### config.mk
export PLATFORM = sky130hd
export DESIGN_NAME = m2pd_channel
export DESIGN_NICKNAME = d
export VERILOG_FILES = /design/src/common/m2pd_pkg.sv /design/src/m2pd_channel.sv /design/src/m2pd_desc_mem.sv /design/src/m2pd_left_counter.sv
export VERILOG_INCLUDE_DIRS = /design/src /design/src/common
export SDC_FILE = /design/constraint.sdc
export NUM_CORES = 1
export LEC_CHECK = 0
export BUFFER_PORTS_ARGS = -buffer_cell sky130_fd_sc_hd__clkbuf_2
export CAP_MARGIN = 20
export CORE_MARGIN = 2
export CORE_UTILIZATION = 60
export CTS_CLUSTER_SIZE = 25
export DETAILED_ROUTE_END_ITERATION = 6
export PLACE_DENSITY = 0.8
export REMOVE_ABC_BUFFERS = 1
export SYNTH_ARGS = -nofsm -noshare
export SYNTH_HDL_FRONTEND = slang
export SYNTH_SLANG_ARGS = --single-unit
export TNS_END_PERCENT = 30
### constraint.sdc
create_clock -name pclk -period 3.1 [get_ports pclk]
set_clock_uncertainty 0.1 [all_clocks]
set_input_delay 0.155 -clock pclk [delete_from_list [all_inputs] [get_ports pclk]]
set_output_delay 0.155 -clock pclk [all_outputs]
set_load 0.005 [all_outputs]
### src/common/m2pd_params.svh
// Offsets, field positions, reset values and widths of the DMA channel buffer and status block.
`ifndef M2PD_PARAMS_SVH
`define M2PD_PARAMS_SVH

`define M2PD_ADDR_W          8
`define M2PD_CNT_W           16
`define M2PD_FILL_W          3

`define M2PD_OFF_CTRL        8'h00
`define M2PD_OFF_STATUS      8'h0c
`define M2PD_OFF_LEFT        8'h14
`define M2PD_OFF_LIM0        8'h20
`define M2PD_OFF_BUFFER0_START_ADDR       8'h24
`define M2PD_OFF_LIVE0       8'h28
`define M2PD_OFF_LIM1        8'h30
`define M2PD_OFF_BUFFER1_START_ADDR       8'h34
`define M2PD_OFF_LIVE1       8'h38

`define M2PD_CTRL_EN         0
`define M2PD_CTRL_HALT_IE    1
`define M2PD_CTRL_REFILL_IE  2
`define M2PD_CTRL_HALT_FAULT 3
`define M2PD_CTRL_FAULT_IGN  4
`define M2PD_CTRL_DIR_RX     5
`define M2PD_CTRL_W          6
`define M2PD_CTRL_RST        6'h00

`define M2PD_ST_STALL        0
`define M2PD_ST_REQ          1
`define M2PD_ST_FAULT        3
`define M2PD_ST_STATE_LO     4
`define M2PD_ST_SEL          6
`define M2PD_ST_FILL_LO      7

`define M2PD_MEM_LIM0        2'h0
`define M2PD_MEM_BUFFER0_START_ADDR       2'h1
`define M2PD_MEM_LIM1        2'h2
`define M2PD_MEM_BUFFER1_START_ADDR       2'h3

`endif

### src/common/m2pd_pkg.sv
// Types and shared functions of the DMA channel buffer and status block.
package m2pd_pkg;

  typedef enum logic [1:0] {
    ST_IDLE,
    ST_STALL,
    ST_ON,
    ST_NEXT
  } m2pd_state_e;

  function automatic logic [1:0] state_code(input m2pd_state_e st);
    case (st)
      ST_IDLE:  state_code = 2'h0;
      ST_STALL: state_code = 2'h1;
      ST_ON:    state_code = 2'h2;
      ST_NEXT:  state_code = 2'h3;
      default:  state_code = 2'h0;
    endcase
  endfunction

endpackage

### src/m2pd_channel.sv
// Buffer descriptor, bytes-left and status logic of one memory-to-peripheral DMA channel.
// Functional notes
// - Stall status bit reads 1 while the channel waits for a start address after a buffer ended in on.
// - Entering stall from idle raises neither stall flag nor stall event.
// - A start-address write or disable leaves the stall state.
// - Zero count at stop means done; nonzero means peripheral ended; error sets fault.
// - Descriptor request bit sets when the machine moves from next to on.
// - Request bit set means the idle pair may be rewritten; event raised if enabled.
// - Fault flag is 0 after clean completion, 1 after error termination.
// - Status shows the fill count of the packer or unpacker.
// - State field codes idle 00, stall 01, on 10, next 11.
// - Selector goes 1 on first start-address write, 0 on the second.
// - Running buffer continues until it ends, then switches and raises request event.
// - Active buffer follows from state and selector as the table says.
// - Each entry into on loads the counter from the chosen byte limit.
// - Counter drops by one per byte moved.
// - Counter reaching zero completes the buffer and pulses terminal count.
// - Peripheral end stops early and the nonzero count is kept.
// - Count and byte limits hold 16 bits; the upper bits are reserved.
// - Enable moves to stall; a later start-address write moves to on.
// - A start-address write loads the live pointer and makes that buffer active; the code skips the load for the running buffer and while disabled.
// - Live pointer keeps the post-incremented address when the buffer ends.
// - Stall event on on-to-stall only while the halt event enable is set.
// - Request event on next-to-on only while the refill event enable is set.
// - Disabling the channel flushes the packer or unpacker.
// - Error in next: halt-on-fault picks on or silent stall; fault-ignore overrides.
//
// The APB interface to the registers was chosen for this implementation.
`timescale 1ns/100ps
`include "m2pd_params.svh"

module m2pd_channel (
  input  wire logic                    pclk,
  input  wire logic                    presetn,
  input  wire logic                    pclken,
  input  wire logic                    psel,
  input  wire logic                    penable,
  input  wire logic                    pwrite,
  input  wire logic [`M2PD_ADDR_W-1:0] paddr,
  input  wire logic [31:0]             pwdata,
  output logic      [31:0]             prdata,
  output logic                         pready,
  output logic                         pslverr,
  input  wire logic                    byte_moved,
  input  wire logic                    tx_early_stop,
  input  wire logic                    rx_early_stop,
  input  wire logic                    stop_error,
  input  wire logic [`M2PD_FILL_W-1:0] pack_fill,
  output logic                         xfer_active,
  output logic                         active_buf,
  output logic      [31:0]             active_addr,
  output logic                         tx_count_done,
  output logic                         rx_count_done,
  output logic                         pack_flush,
  output logic                         halt_irq,
  output logic                         refill_irq
);

  m2pd_pkg::m2pd_state_e       state_ff;
  m2pd_pkg::m2pd_state_e       nxt_state;
  logic [`M2PD_CTRL_W-1:0]     ctrl_ff;
  logic                        active_ff;
  logic                        nxt_active;
  logic                        sel_ff;
  logic                        stall_flag_ff;
  logic                        req_flag_ff;
  logic                        fault_flag_ff;
  logic [31:0]                 live_ff [2];
  logic [31:0]                 prdata_ff;
  logic                        rd_mem_ff;
  logic [31:0]                 mem_rdata;
  logic [15:0]                 lim0;
  logic [15:0]                 lim1;
  logic [`M2PD_CNT_W-1:0]      left_count_reg;
  logic                        left_last;
  logic                        enter_on;
  logic                        stall_set;
  logic                        req_set;
  logic                        en;
  logic                        wr;
  logic                        setup;
  logic                        base_wr0;
  logic                        base_wr1;
  logic                        base_any;
  logic                        byte_ok;
  logic                        end_count;
  logic                        early;
  logic                        err_stop;
  logic                        fault_term;
  logic                        buf_end;
  logic                        mem_hit;
  logic [1:0]                  mem_idx;

  // Maps a bus offset onto the descriptor store; the second bit is the buffer number.
  function automatic logic mem_map(input logic [`M2PD_ADDR_W-1:0] a, output logic [1:0] idx);
    mem_map = 1'b1;
    case (a)
      `M2PD_OFF_LIM0:  idx = `M2PD_MEM_LIM0;
      `M2PD_OFF_BUFFER0_START_ADDR: idx = `M2PD_MEM_BUFFER0_START_ADDR;
      `M2PD_OFF_LIM1:  idx = `M2PD_MEM_LIM1;
      `M2PD_OFF_BUFFER1_START_ADDR: idx = `M2PD_MEM_BUFFER1_START_ADDR;
      default: begin
        idx     = 2'h0;
        mem_map = 1'b0;
      end
    endcase
  endfunction

  function automatic logic is_mapped(input logic [`M2PD_ADDR_W-1:0] a);
    case (a)
      `M2PD_OFF_CTRL, `M2PD_OFF_STATUS, `M2PD_OFF_LEFT, `M2PD_OFF_LIM0, `M2PD_OFF_BUFFER0_START_ADDR,
      `M2PD_OFF_LIVE0, `M2PD_OFF_LIM1, `M2PD_OFF_BUFFER1_START_ADDR, `M2PD_OFF_LIVE1: is_mapped = 1'b1;
      default: is_mapped = 1'b0;
    endcase
  endfunction

  // The slave answers in the first access cycle; a frozen clock enable holds the answer off.
  assign pready   = pclken;
  assign pslverr  = psel && penable && !is_mapped(paddr);
  assign setup    = pclken && psel && !penable;
  assign wr       = pclken && psel && penable && pwrite && is_mapped(paddr);
  assign base_wr0 = wr && (paddr == `M2PD_OFF_BUFFER0_START_ADDR);
  assign base_wr1 = wr && (paddr == `M2PD_OFF_BUFFER1_START_ADDR);
  assign base_any = base_wr0 || base_wr1;
  // A function with an output argument may not drive a continuous assignment.
  always_comb begin
    mem_hit = mem_map(paddr, mem_idx);
  end
  assign en       = ctrl_ff[`M2PD_CTRL_EN];

  assign xfer_active = (state_ff == m2pd_pkg::ST_ON) || (state_ff == m2pd_pkg::ST_NEXT);
  assign byte_ok     = byte_moved && xfer_active;
  assign end_count   = byte_ok && left_last;
  assign early       = (tx_early_stop || rx_early_stop) && xfer_active;
  assign err_stop    = early && stop_error;
  // An error while faults are ignored neither ends the buffer nor marks it.
  assign fault_term  = err_stop && !ctrl_ff[`M2PD_CTRL_FAULT_IGN];
  assign buf_end     = end_count || (early && !(err_stop && ctrl_ff[`M2PD_CTRL_FAULT_IGN]));

  m2pd_desc_mem u_desc_mem (
    .pclk    (pclk),
    .presetn (presetn),
    .pclken  (pclken),
    .wr_en   (wr && mem_hit),
    .wr_idx  (mem_idx),
    .wr_data (pwdata),
    .rd_en   (setup && mem_hit),
    .rd_idx  (mem_idx),
    .rd_data (mem_rdata),
    .lim0    (lim0),
    .lim1    (lim1)
  );

  m2pd_left_counter u_left_counter (
    .pclk     (pclk),
    .presetn  (presetn),
    .pclken   (pclken),
    .load     (enter_on),
    .load_val (nxt_active ? lim1 : lim0),
    .dec      (byte_ok),
    .count    (left_count_reg),
    .last     (left_last)
  );

  always_ff @(posedge pclk or negedge presetn) begin
    if (!presetn) begin
      ctrl_ff <= `M2PD_CTRL_RST;
    end else if (pclken && wr && paddr == `M2PD_OFF_CTRL) begin
      ctrl_ff <= pwdata[`M2PD_CTRL_W-1:0];
    end
  end

  // Channel state machine. Disable overrides every other cause.
  always_comb begin
    nxt_state  = state_ff;
    nxt_active = active_ff;
    enter_on   = 1'b0;
    stall_set  = 1'b0;
    req_set    = 1'b0;
    case (state_ff)
      m2pd_pkg::ST_IDLE: begin
        if (en) begin
          nxt_state = m2pd_pkg::ST_STALL;
        end
      end
      m2pd_pkg::ST_STALL: begin
        if (base_any) begin
          nxt_state  = m2pd_pkg::ST_ON;
          nxt_active = base_wr1;
          enter_on   = 1'b1;
        end
      end
      m2pd_pkg::ST_ON: begin
        if (buf_end && base_any) begin
          nxt_active = base_wr1;
          enter_on   = 1'b1;
          req_set    = 1'b1;
        end else if (buf_end) begin
          nxt_state = m2pd_pkg::ST_STALL;
          stall_set = 1'b1;
        end else if (base_any) begin
          nxt_state = m2pd_pkg::ST_NEXT;
        end
      end
      m2pd_pkg::ST_NEXT: begin
        if (buf_end && fault_term && ctrl_ff[`M2PD_CTRL_HALT_FAULT]) begin
          nxt_state = m2pd_pkg::ST_STALL;
        end else if (buf_end) begin
          nxt_state  = m2pd_pkg::ST_ON;
          nxt_active = !active_ff;
          enter_on   = 1'b1;
          req_set    = 1'b1;
        end
      end
      default: nxt_state = m2pd_pkg::ST_IDLE;
    endcase
    if (!en) begin
      nxt_state  = m2pd_pkg::ST_IDLE;
      nxt_active = 1'b0;
      enter_on   = 1'b0;
      stall_set  = 1'b0;
      req_set    = 1'b0;
    end
  end

  always_ff @(posedge pclk or negedge presetn) begin
    if (!presetn) begin
      state_ff  <= m2pd_pkg::ST_IDLE;
      active_ff <= 1'b0;
    end else if (pclken) begin
      state_ff  <= nxt_state;
      active_ff <= nxt_active;
    end
  end

  always_ff @(posedge pclk or negedge presetn) begin
    if (!presetn) begin
      sel_ff <= 1'b0;
    end else if (pclken) begin
      if (base_wr0) begin
        sel_ff <= 1'b1;
      end else if (base_wr1) begin
        sel_ff <= 1'b0;
      end
    end
  end

  // A write to the running buffer's start address does not load its live pointer, so the pointer
  // in flight is not disturbed.
  always_ff @(posedge pclk or negedge presetn) begin
    if (!presetn) begin
      live_ff[0] <= 32'h0000_0000;
      live_ff[1] <= 32'h0000_0000;
    end else if (pclken) begin
      for (int b = 0; b < 2; b++) begin
        if ((b == 0 ? base_wr0 : base_wr1) && en && !(xfer_active && active_ff == b[0])) begin
          live_ff[b] <= pwdata;
        end else if (byte_ok && active_ff == b[0]) begin
          live_ff[b] <= live_ff[b] + 32'h0000_0001;
        end
      end
    end
  end

  always_ff @(posedge pclk or negedge presetn) begin
    if (!presetn) begin
      stall_flag_ff <= 1'b0;
    end else if (pclken) begin
      if (stall_set) begin
        stall_flag_ff <= 1'b1;
      end else if (!en || base_any) begin
        stall_flag_ff <= 1'b0;
      end
    end
  end

  always_ff @(posedge pclk or negedge presetn) begin
    if (!presetn) begin
      req_flag_ff <= 1'b0;
    end else if (pclken) begin
      if (req_set) begin
        req_flag_ff <= 1'b1;
      end else if (!en || nxt_state != m2pd_pkg::ST_ON) begin
        req_flag_ff <= 1'b0;
      end
    end
  end

  always_ff @(posedge pclk or negedge presetn) begin
    if (!presetn) begin
      fault_flag_ff <= 1'b0;
    end else if (pclken) begin
      if (!en) begin
        fault_flag_ff <= 1'b0;
      end else if (buf_end) begin
        fault_flag_ff <= fault_term;
      end
    end
  end

  // Events go out as single-cycle pulses; counting them is left to the interrupt controller.
  always_ff @(posedge pclk or negedge presetn) begin
    if (!presetn) begin
      halt_irq   <= 1'b0;
      refill_irq <= 1'b0;
    end else if (pclken) begin
      halt_irq   <= stall_set && ctrl_ff[`M2PD_CTRL_HALT_IE];
      refill_irq <= req_set && ctrl_ff[`M2PD_CTRL_REFILL_IE];
    end
  end

  always_ff @(posedge pclk or negedge presetn) begin
    if (!presetn) begin
      tx_count_done <= 1'b0;
      rx_count_done <= 1'b0;
    end else if (pclken) begin
      tx_count_done <= end_count && !ctrl_ff[`M2PD_CTRL_DIR_RX];
      rx_count_done <= end_count && ctrl_ff[`M2PD_CTRL_DIR_RX];
    end
  end

  assign pack_flush  = !en;
  assign active_buf  = active_ff;
  assign active_addr = live_ff[active_ff];

  // Read data are captured in the setup cycle so the access cycle can answer at once.
  always_ff @(posedge pclk or negedge presetn) begin
    if (!presetn) begin
      prdata_ff <= 32'h0000_0000;
      rd_mem_ff <= 1'b0;
    end else if (setup) begin
      rd_mem_ff <= mem_hit;
      case (paddr)
        `M2PD_OFF_CTRL:   prdata_ff <= {26'h0, ctrl_ff};
        `M2PD_OFF_STATUS: prdata_ff <= {22'h0, pack_fill,
                                        sel_ff,
                                        m2pd_pkg::state_code(state_ff),
                                        fault_flag_ff, 1'b0,
                                        req_flag_ff, stall_flag_ff};
        `M2PD_OFF_LEFT:   prdata_ff <= {16'h0000, left_count_reg};
        `M2PD_OFF_LIVE0:  prdata_ff <= live_ff[0];
        `M2PD_OFF_LIVE1:  prdata_ff <= live_ff[1];
        default:          prdata_ff <= 32'h0000_0000;
      endcase
    end
  end

  assign prdata = rd_mem_ff ? mem_rdata : prdata_ff;

  AST_STALL_ONLY_IN_STALL: assert property (@(posedge pclk) disable iff (!presetn)
    stall_flag_ff |-> state_ff == m2pd_pkg::ST_STALL)
    else $error("stall flag set outside the stall state");

  AST_NO_STALL_FROM_IDLE: assert property (@(posedge pclk) disable iff (!presetn)
    (pclken && en && state_ff == m2pd_pkg::ST_IDLE) |=> (state_ff == m2pd_pkg::ST_STALL && !stall_flag_ff && !halt_irq))
    else $error("stall indicated on entry from idle");

  AST_BASE_LEAVES_STALL: assert property (@(posedge pclk) disable iff (!presetn)
    (pclken && en && state_ff == m2pd_pkg::ST_STALL && base_any) |=> (state_ff == m2pd_pkg::ST_ON && !stall_flag_ff))
    else $error("start address write did not leave stall");

  AST_REQ_ON_NEXT_TO_ON: assert property (@(posedge pclk) disable iff (!presetn)
    (pclken && state_ff == m2pd_pkg::ST_NEXT && nxt_state == m2pd_pkg::ST_ON)
    |=> (req_flag_ff && active_ff != $past(active_ff)))
    else $error("request flag or buffer switch missing");

  AST_SEL_FOLLOWS_BASE: assert property (@(posedge pclk) disable iff (!presetn)
    (base_wr0 || base_wr1) |=> (sel_ff == $past(base_wr0)))
    else $error("free descriptor selector wrong after start address write");

  AST_LOAD_ON_ENTRY: assert property (@(posedge pclk) disable iff (!presetn)
    (pclken && enter_on) |=> (left_count_reg == (active_ff ? lim1 : lim0)))
    else $error("bytes-left not loaded on entry into on");

  AST_COUNT_DOWN: assert property (@(posedge pclk) disable iff (!presetn)
    (pclken && byte_ok && !enter_on && left_count_reg != 16'h0000)
    |=> (left_count_reg == $past(left_count_reg) - 16'h0001))
    else $error("bytes-left did not drop by one");

  AST_TC_AT_ZERO: assert property (@(posedge pclk) disable iff (!presetn)
    (pclken && end_count && !enter_on) |=> ((tx_count_done || rx_count_done) && left_count_reg == 16'h0000))
    else $error("terminal count missing at zero");

  AST_DISABLE_IDLE: assert property (@(posedge pclk) disable iff (!presetn)
    (pclken && !en) |=> (state_ff == m2pd_pkg::ST_IDLE && !stall_flag_ff && !req_flag_ff && !fault_flag_ff))
    else $error("disable did not return to a clean idle");

endmodule // m2pd_channel

### src/m2pd_desc_mem.sv
// Descriptor store: two byte limits and two start addresses, registered read port.
`timescale 1ns/100ps
`include "m2pd_params.svh"

module m2pd_desc_mem (
  input  wire logic        pclk,
  input  wire logic        presetn,
  input  wire logic        pclken,
  input  wire logic        wr_en,
  input  wire logic [1:0]  wr_idx,
  input  wire logic [31:0] wr_data,
  input  wire logic        rd_en,
  input  wire logic [1:0]  rd_idx,
  output logic      [31:0] rd_data,
  output logic      [15:0] lim0,
  output logic      [15:0] lim1
);

  logic [31:0] mem_ff [4];

  // Limits keep only their low half so the upper bits read back as zero.
  always_ff @(posedge pclk or negedge presetn) begin
    if (!presetn) begin
      for (int i = 0; i < 4; i++) begin
        mem_ff[i] <= 32'h0000_0000;
      end
    end else if (pclken && wr_en) begin
      if (wr_idx[0]) begin
        mem_ff[wr_idx] <= wr_data;
      end else begin
        mem_ff[wr_idx] <= {16'h0000, wr_data[15:0]};
      end
    end
  end

  always_ff @(posedge pclk or negedge presetn) begin
    if (!presetn) begin
      rd_data <= 32'h0000_0000;
    end else if (pclken && rd_en) begin
      rd_data <= mem_ff[rd_idx];
    end
  end

  assign lim0 = mem_ff[`M2PD_MEM_LIM0][15:0];
  assign lim1 = mem_ff[`M2PD_MEM_LIM1][15:0];

endmodule // m2pd_desc_mem

### src/m2pd_left_counter.sv
// Bytes-left down counter with load and one-before-zero detect.
`timescale 1ns/100ps
`include "m2pd_params.svh"

module m2pd_left_counter (
  input  wire logic                   pclk,
  input  wire logic                   presetn,
  input  wire logic                   pclken,
  input  wire logic                   load,
  input  wire logic [`M2PD_CNT_W-1:0] load_val,
  input  wire logic                   dec,
  output logic      [`M2PD_CNT_W-1:0] count,
  output logic                        last
);

  // Load wins over a decrement in the same cycle, since a new buffer starts afresh.
  always_ff @(posedge pclk or negedge presetn) begin
    if (!presetn) begin
      count <= 16'h0000;
    end else if (pclken) begin
      if (load) begin
        count <= load_val;
      end else if (dec && count != 16'h0000) begin
        count <= count - 16'h0001;
      end
    end
  end

  assign last = (count == 16'h0001);

endmodule // m2pd_left_counter

==> impl_metrics.toml <==
[synth]
synth_edf_count = 0
syn-instance-count = 1561
synth_cell_types = 72
ys.flop_type = "dfrtp_1"
syn_avg_cell_area_um2 = 9.63
synth_area_leaders = "dfrtp_1 (48%), mux2_2 (9.6%), nand2_1 (6.0%)"
yosysWarnings = 0
async_flop_share = 1.00
netlist_area_um2 = 15000
synth_common_cells = "dfrtp_1 (290), nand2_1 (240), mux2_2 (128), o21ai_0 (116), a21oi_1 (114)"
ys_ff_latch = 290
yosys.area.top_type = "dfrtp_1"
ys_seq_area_frac = 0.483
post-synth-top-area-fraction = 0.483
synth_most_common_cell = "dfrtp_1"

[floorplan]
dieArea_um2 = 26300
io_pins = 126
die_x_um = 162
start_util = 0.614
fp.dieH_um = 162
coreArea_um2 = 24500
placementRows = 57

[cells_and_area]
register_area_um2 = 7260
final_core_util = 0.719
final_cell_count_no_fill = 2056
drive_gt1_frac = 0.232
n_antenna_cell = 0
multi_input_area_um2 = 7300
nNetsFinal = 1767
syn_to_final_growth_pct = 17.0
fill_cells = 1853

[grt]
grt_max_degree = 91
grt-ovfl-total = 0
grt_pass1_wl_um = 73500
grt_usage = 0.359
grt_pass1_vias = 13200
antenna_found_initial = 1

[clock_network]
cts_made_buffers = 31
clk_pin_slew_ns = 0.06
cts_sinks = 290
clk_latency_ns = 0.57
htreeDepth = 1
clockBufferDepth = 3
cts_tree = "built"
root_buffer = "clkbuf_16"

[sta]
final_hold_viol_count = 0
finalWorstSetupSlack_ns = 0.174
rsz0062_at_grt = "no"
min_period_ns = 2.93
drv_slew = 0
slew_headroom = 0.343
setup_viol = 0
worst_pin_slew_ns = 0.982
fmax_ghz = 0.342
hold_ws_ns = 0.0166
fin_crit_sh = 0.944

[drt]
routed_wl_um = 46700
ant_nets = 0
drt_iter0_drc = 1726
vias = 13500
post_drt_wl_per_cell_um = 22.7
drcViolationCount = 8
viasPerCell = 6.55
dr.pass1.iters = 7

[worst_setup_path]
slowest_stage = "nor2_1"
crit_buf_inv = 1
criticalPathCategory = "reg -> reg"
critPathCaptureType = "flip-flop"
path_max_fanout = 12
crit_family = "simple AND/OR/NAND/NOR gates"
required_ns = 3.48
crit_path_max_incr_delay_ns = 0.75
crit_arrival_ns = 3.31
crit_top_cell = "o21ai_1"
startpoint_type = "flip-flop"
timing.critical_path.cells = "o21ai_1 -> or4b_2 -> nand4_2 -> a211oi_1 -> buf_4 -> nor2_1 -> a32oi_1 -> o21ai_1"

[outcome]
status = "finished with violations"
failed_checks = "DRC"

[placed_design]
dp_worst_setup_slack_ns = 0.182
place_congestion = 0.993
dp_cells = 1967
port_buffers = 125
hpwl_um = 31600

[pwr]
power.density_nw_per_um2 = 472
power.total_mw = 8.29
ir_worst_vdd_mv = 0.425
power_leakage_nw = 8.27

[min_path]
min_path_type = "in -> reg"

[job]
max_cap_viol_count = 0
## stage by stage
stage          TNS (ns)  area (µm²)
6_report              0       17600
5_1_grt               0       17600
4_1_cts               0       17600
3_5_place_dp          0       16200
3_3_place_gp          0       16200
2_1_floorplan   -112.81       14600
## layout make-up
type | count | share of cell area
Timing Repair Buffer | 226 | 0.0854
Sequential cell | 290 | 0.413
Clock inverter | 8 | 0.00548
Clock buffer | 48 | 0.0535
Inverter | 21 | 0.00448
Multi-Input combinational cell | 1139 | 0.415
Tap cell | 324 | 0.0231
## worst register-to-register path, stage by stage (launching register included)
cell	delay, ns
dfrtp_1	0.34
o21ai_1	0.17
or4b_2	0.73
nand4_2	0.15
a211oi_1	0.11
buf_4	0.16
nor2_1	0.75
a32oi_1	0.21
o21ai_1	0.13
## cell families after synthesis
logic type / synth area share
AO/OA/AOI/OAI: 0.189
XOR/XNOR: 0.000583
adder cells (fa/ha/maj): 0.00416
buffers and inverters: 0.0341
flip-flops: 0.483
multiplexers: 0.125
AND/OR/NAND/NOR: 0.164
## worst paths after layout
path / slack, ns / from / end / depth (start not counted)
max: 0.17 / state_ff[1] / u_left_counter.count[2] / 8
min: 0.02 / pack_fill[2] / prdata_ff[9] / 4
max reg2reg: 0.17 / state_ff[1] / u_left_counter.count[2] / 8
min reg2reg: 0.36 / u_desc_mem.mem_ff[84] / u_desc_mem.mem_ff[84] / 2
max in group asynchronous: 1.96 / presetn / prdata_ff[24] / 3
min in group asynchronous: 0.10 / presetn / u_desc_mem.mem_ff[119] / 2
## layout by cell type, fill, tap and decap left out, types with 10 or more instances in the layout
master,instances
a21boi_0,35
a21oi_1,114
a222oi_1,37
and2_1,34
and3_1,14
buf_4,66
clkbuf_16,31
clkbuf_2,124
clkbuf_8,10
dfrtp_1,288
dlygate4sd3_1,33
inv_1,20
mux2_2,128
mux2i_1,43
nand2_1,240
nand3_1,44
nand4_1,16
nor2_1,93
nor3_1,21
o21ai_0,114
o22ai_1,25
o31ai_1,21
or3_1,10
## where the power goes
part	leakage, nW	total [mW]	switching, mW	internal (mW)
combinational	3.82	0.605	0.368	0.237
sequential	3.93	3.92	0.0809	3.83
clock	0.516	3.77	1.53	2.23
## per-layer routing
layer  GRT usage  share of wire
met5           0        0.00028
met4       0.145          0.042
met3      0.0626          0.095
met2       0.555           0.45
met1       0.508           0.41
## timing repair
item	CTS	global route
endpoints found under the setup margin	0	4
hold buffers	33	0
resized for setup	0	1
buffers inserted	0	0
hold endpoints to repair	255	0
No activity file was read; power rests on OpenSTA's default activity.
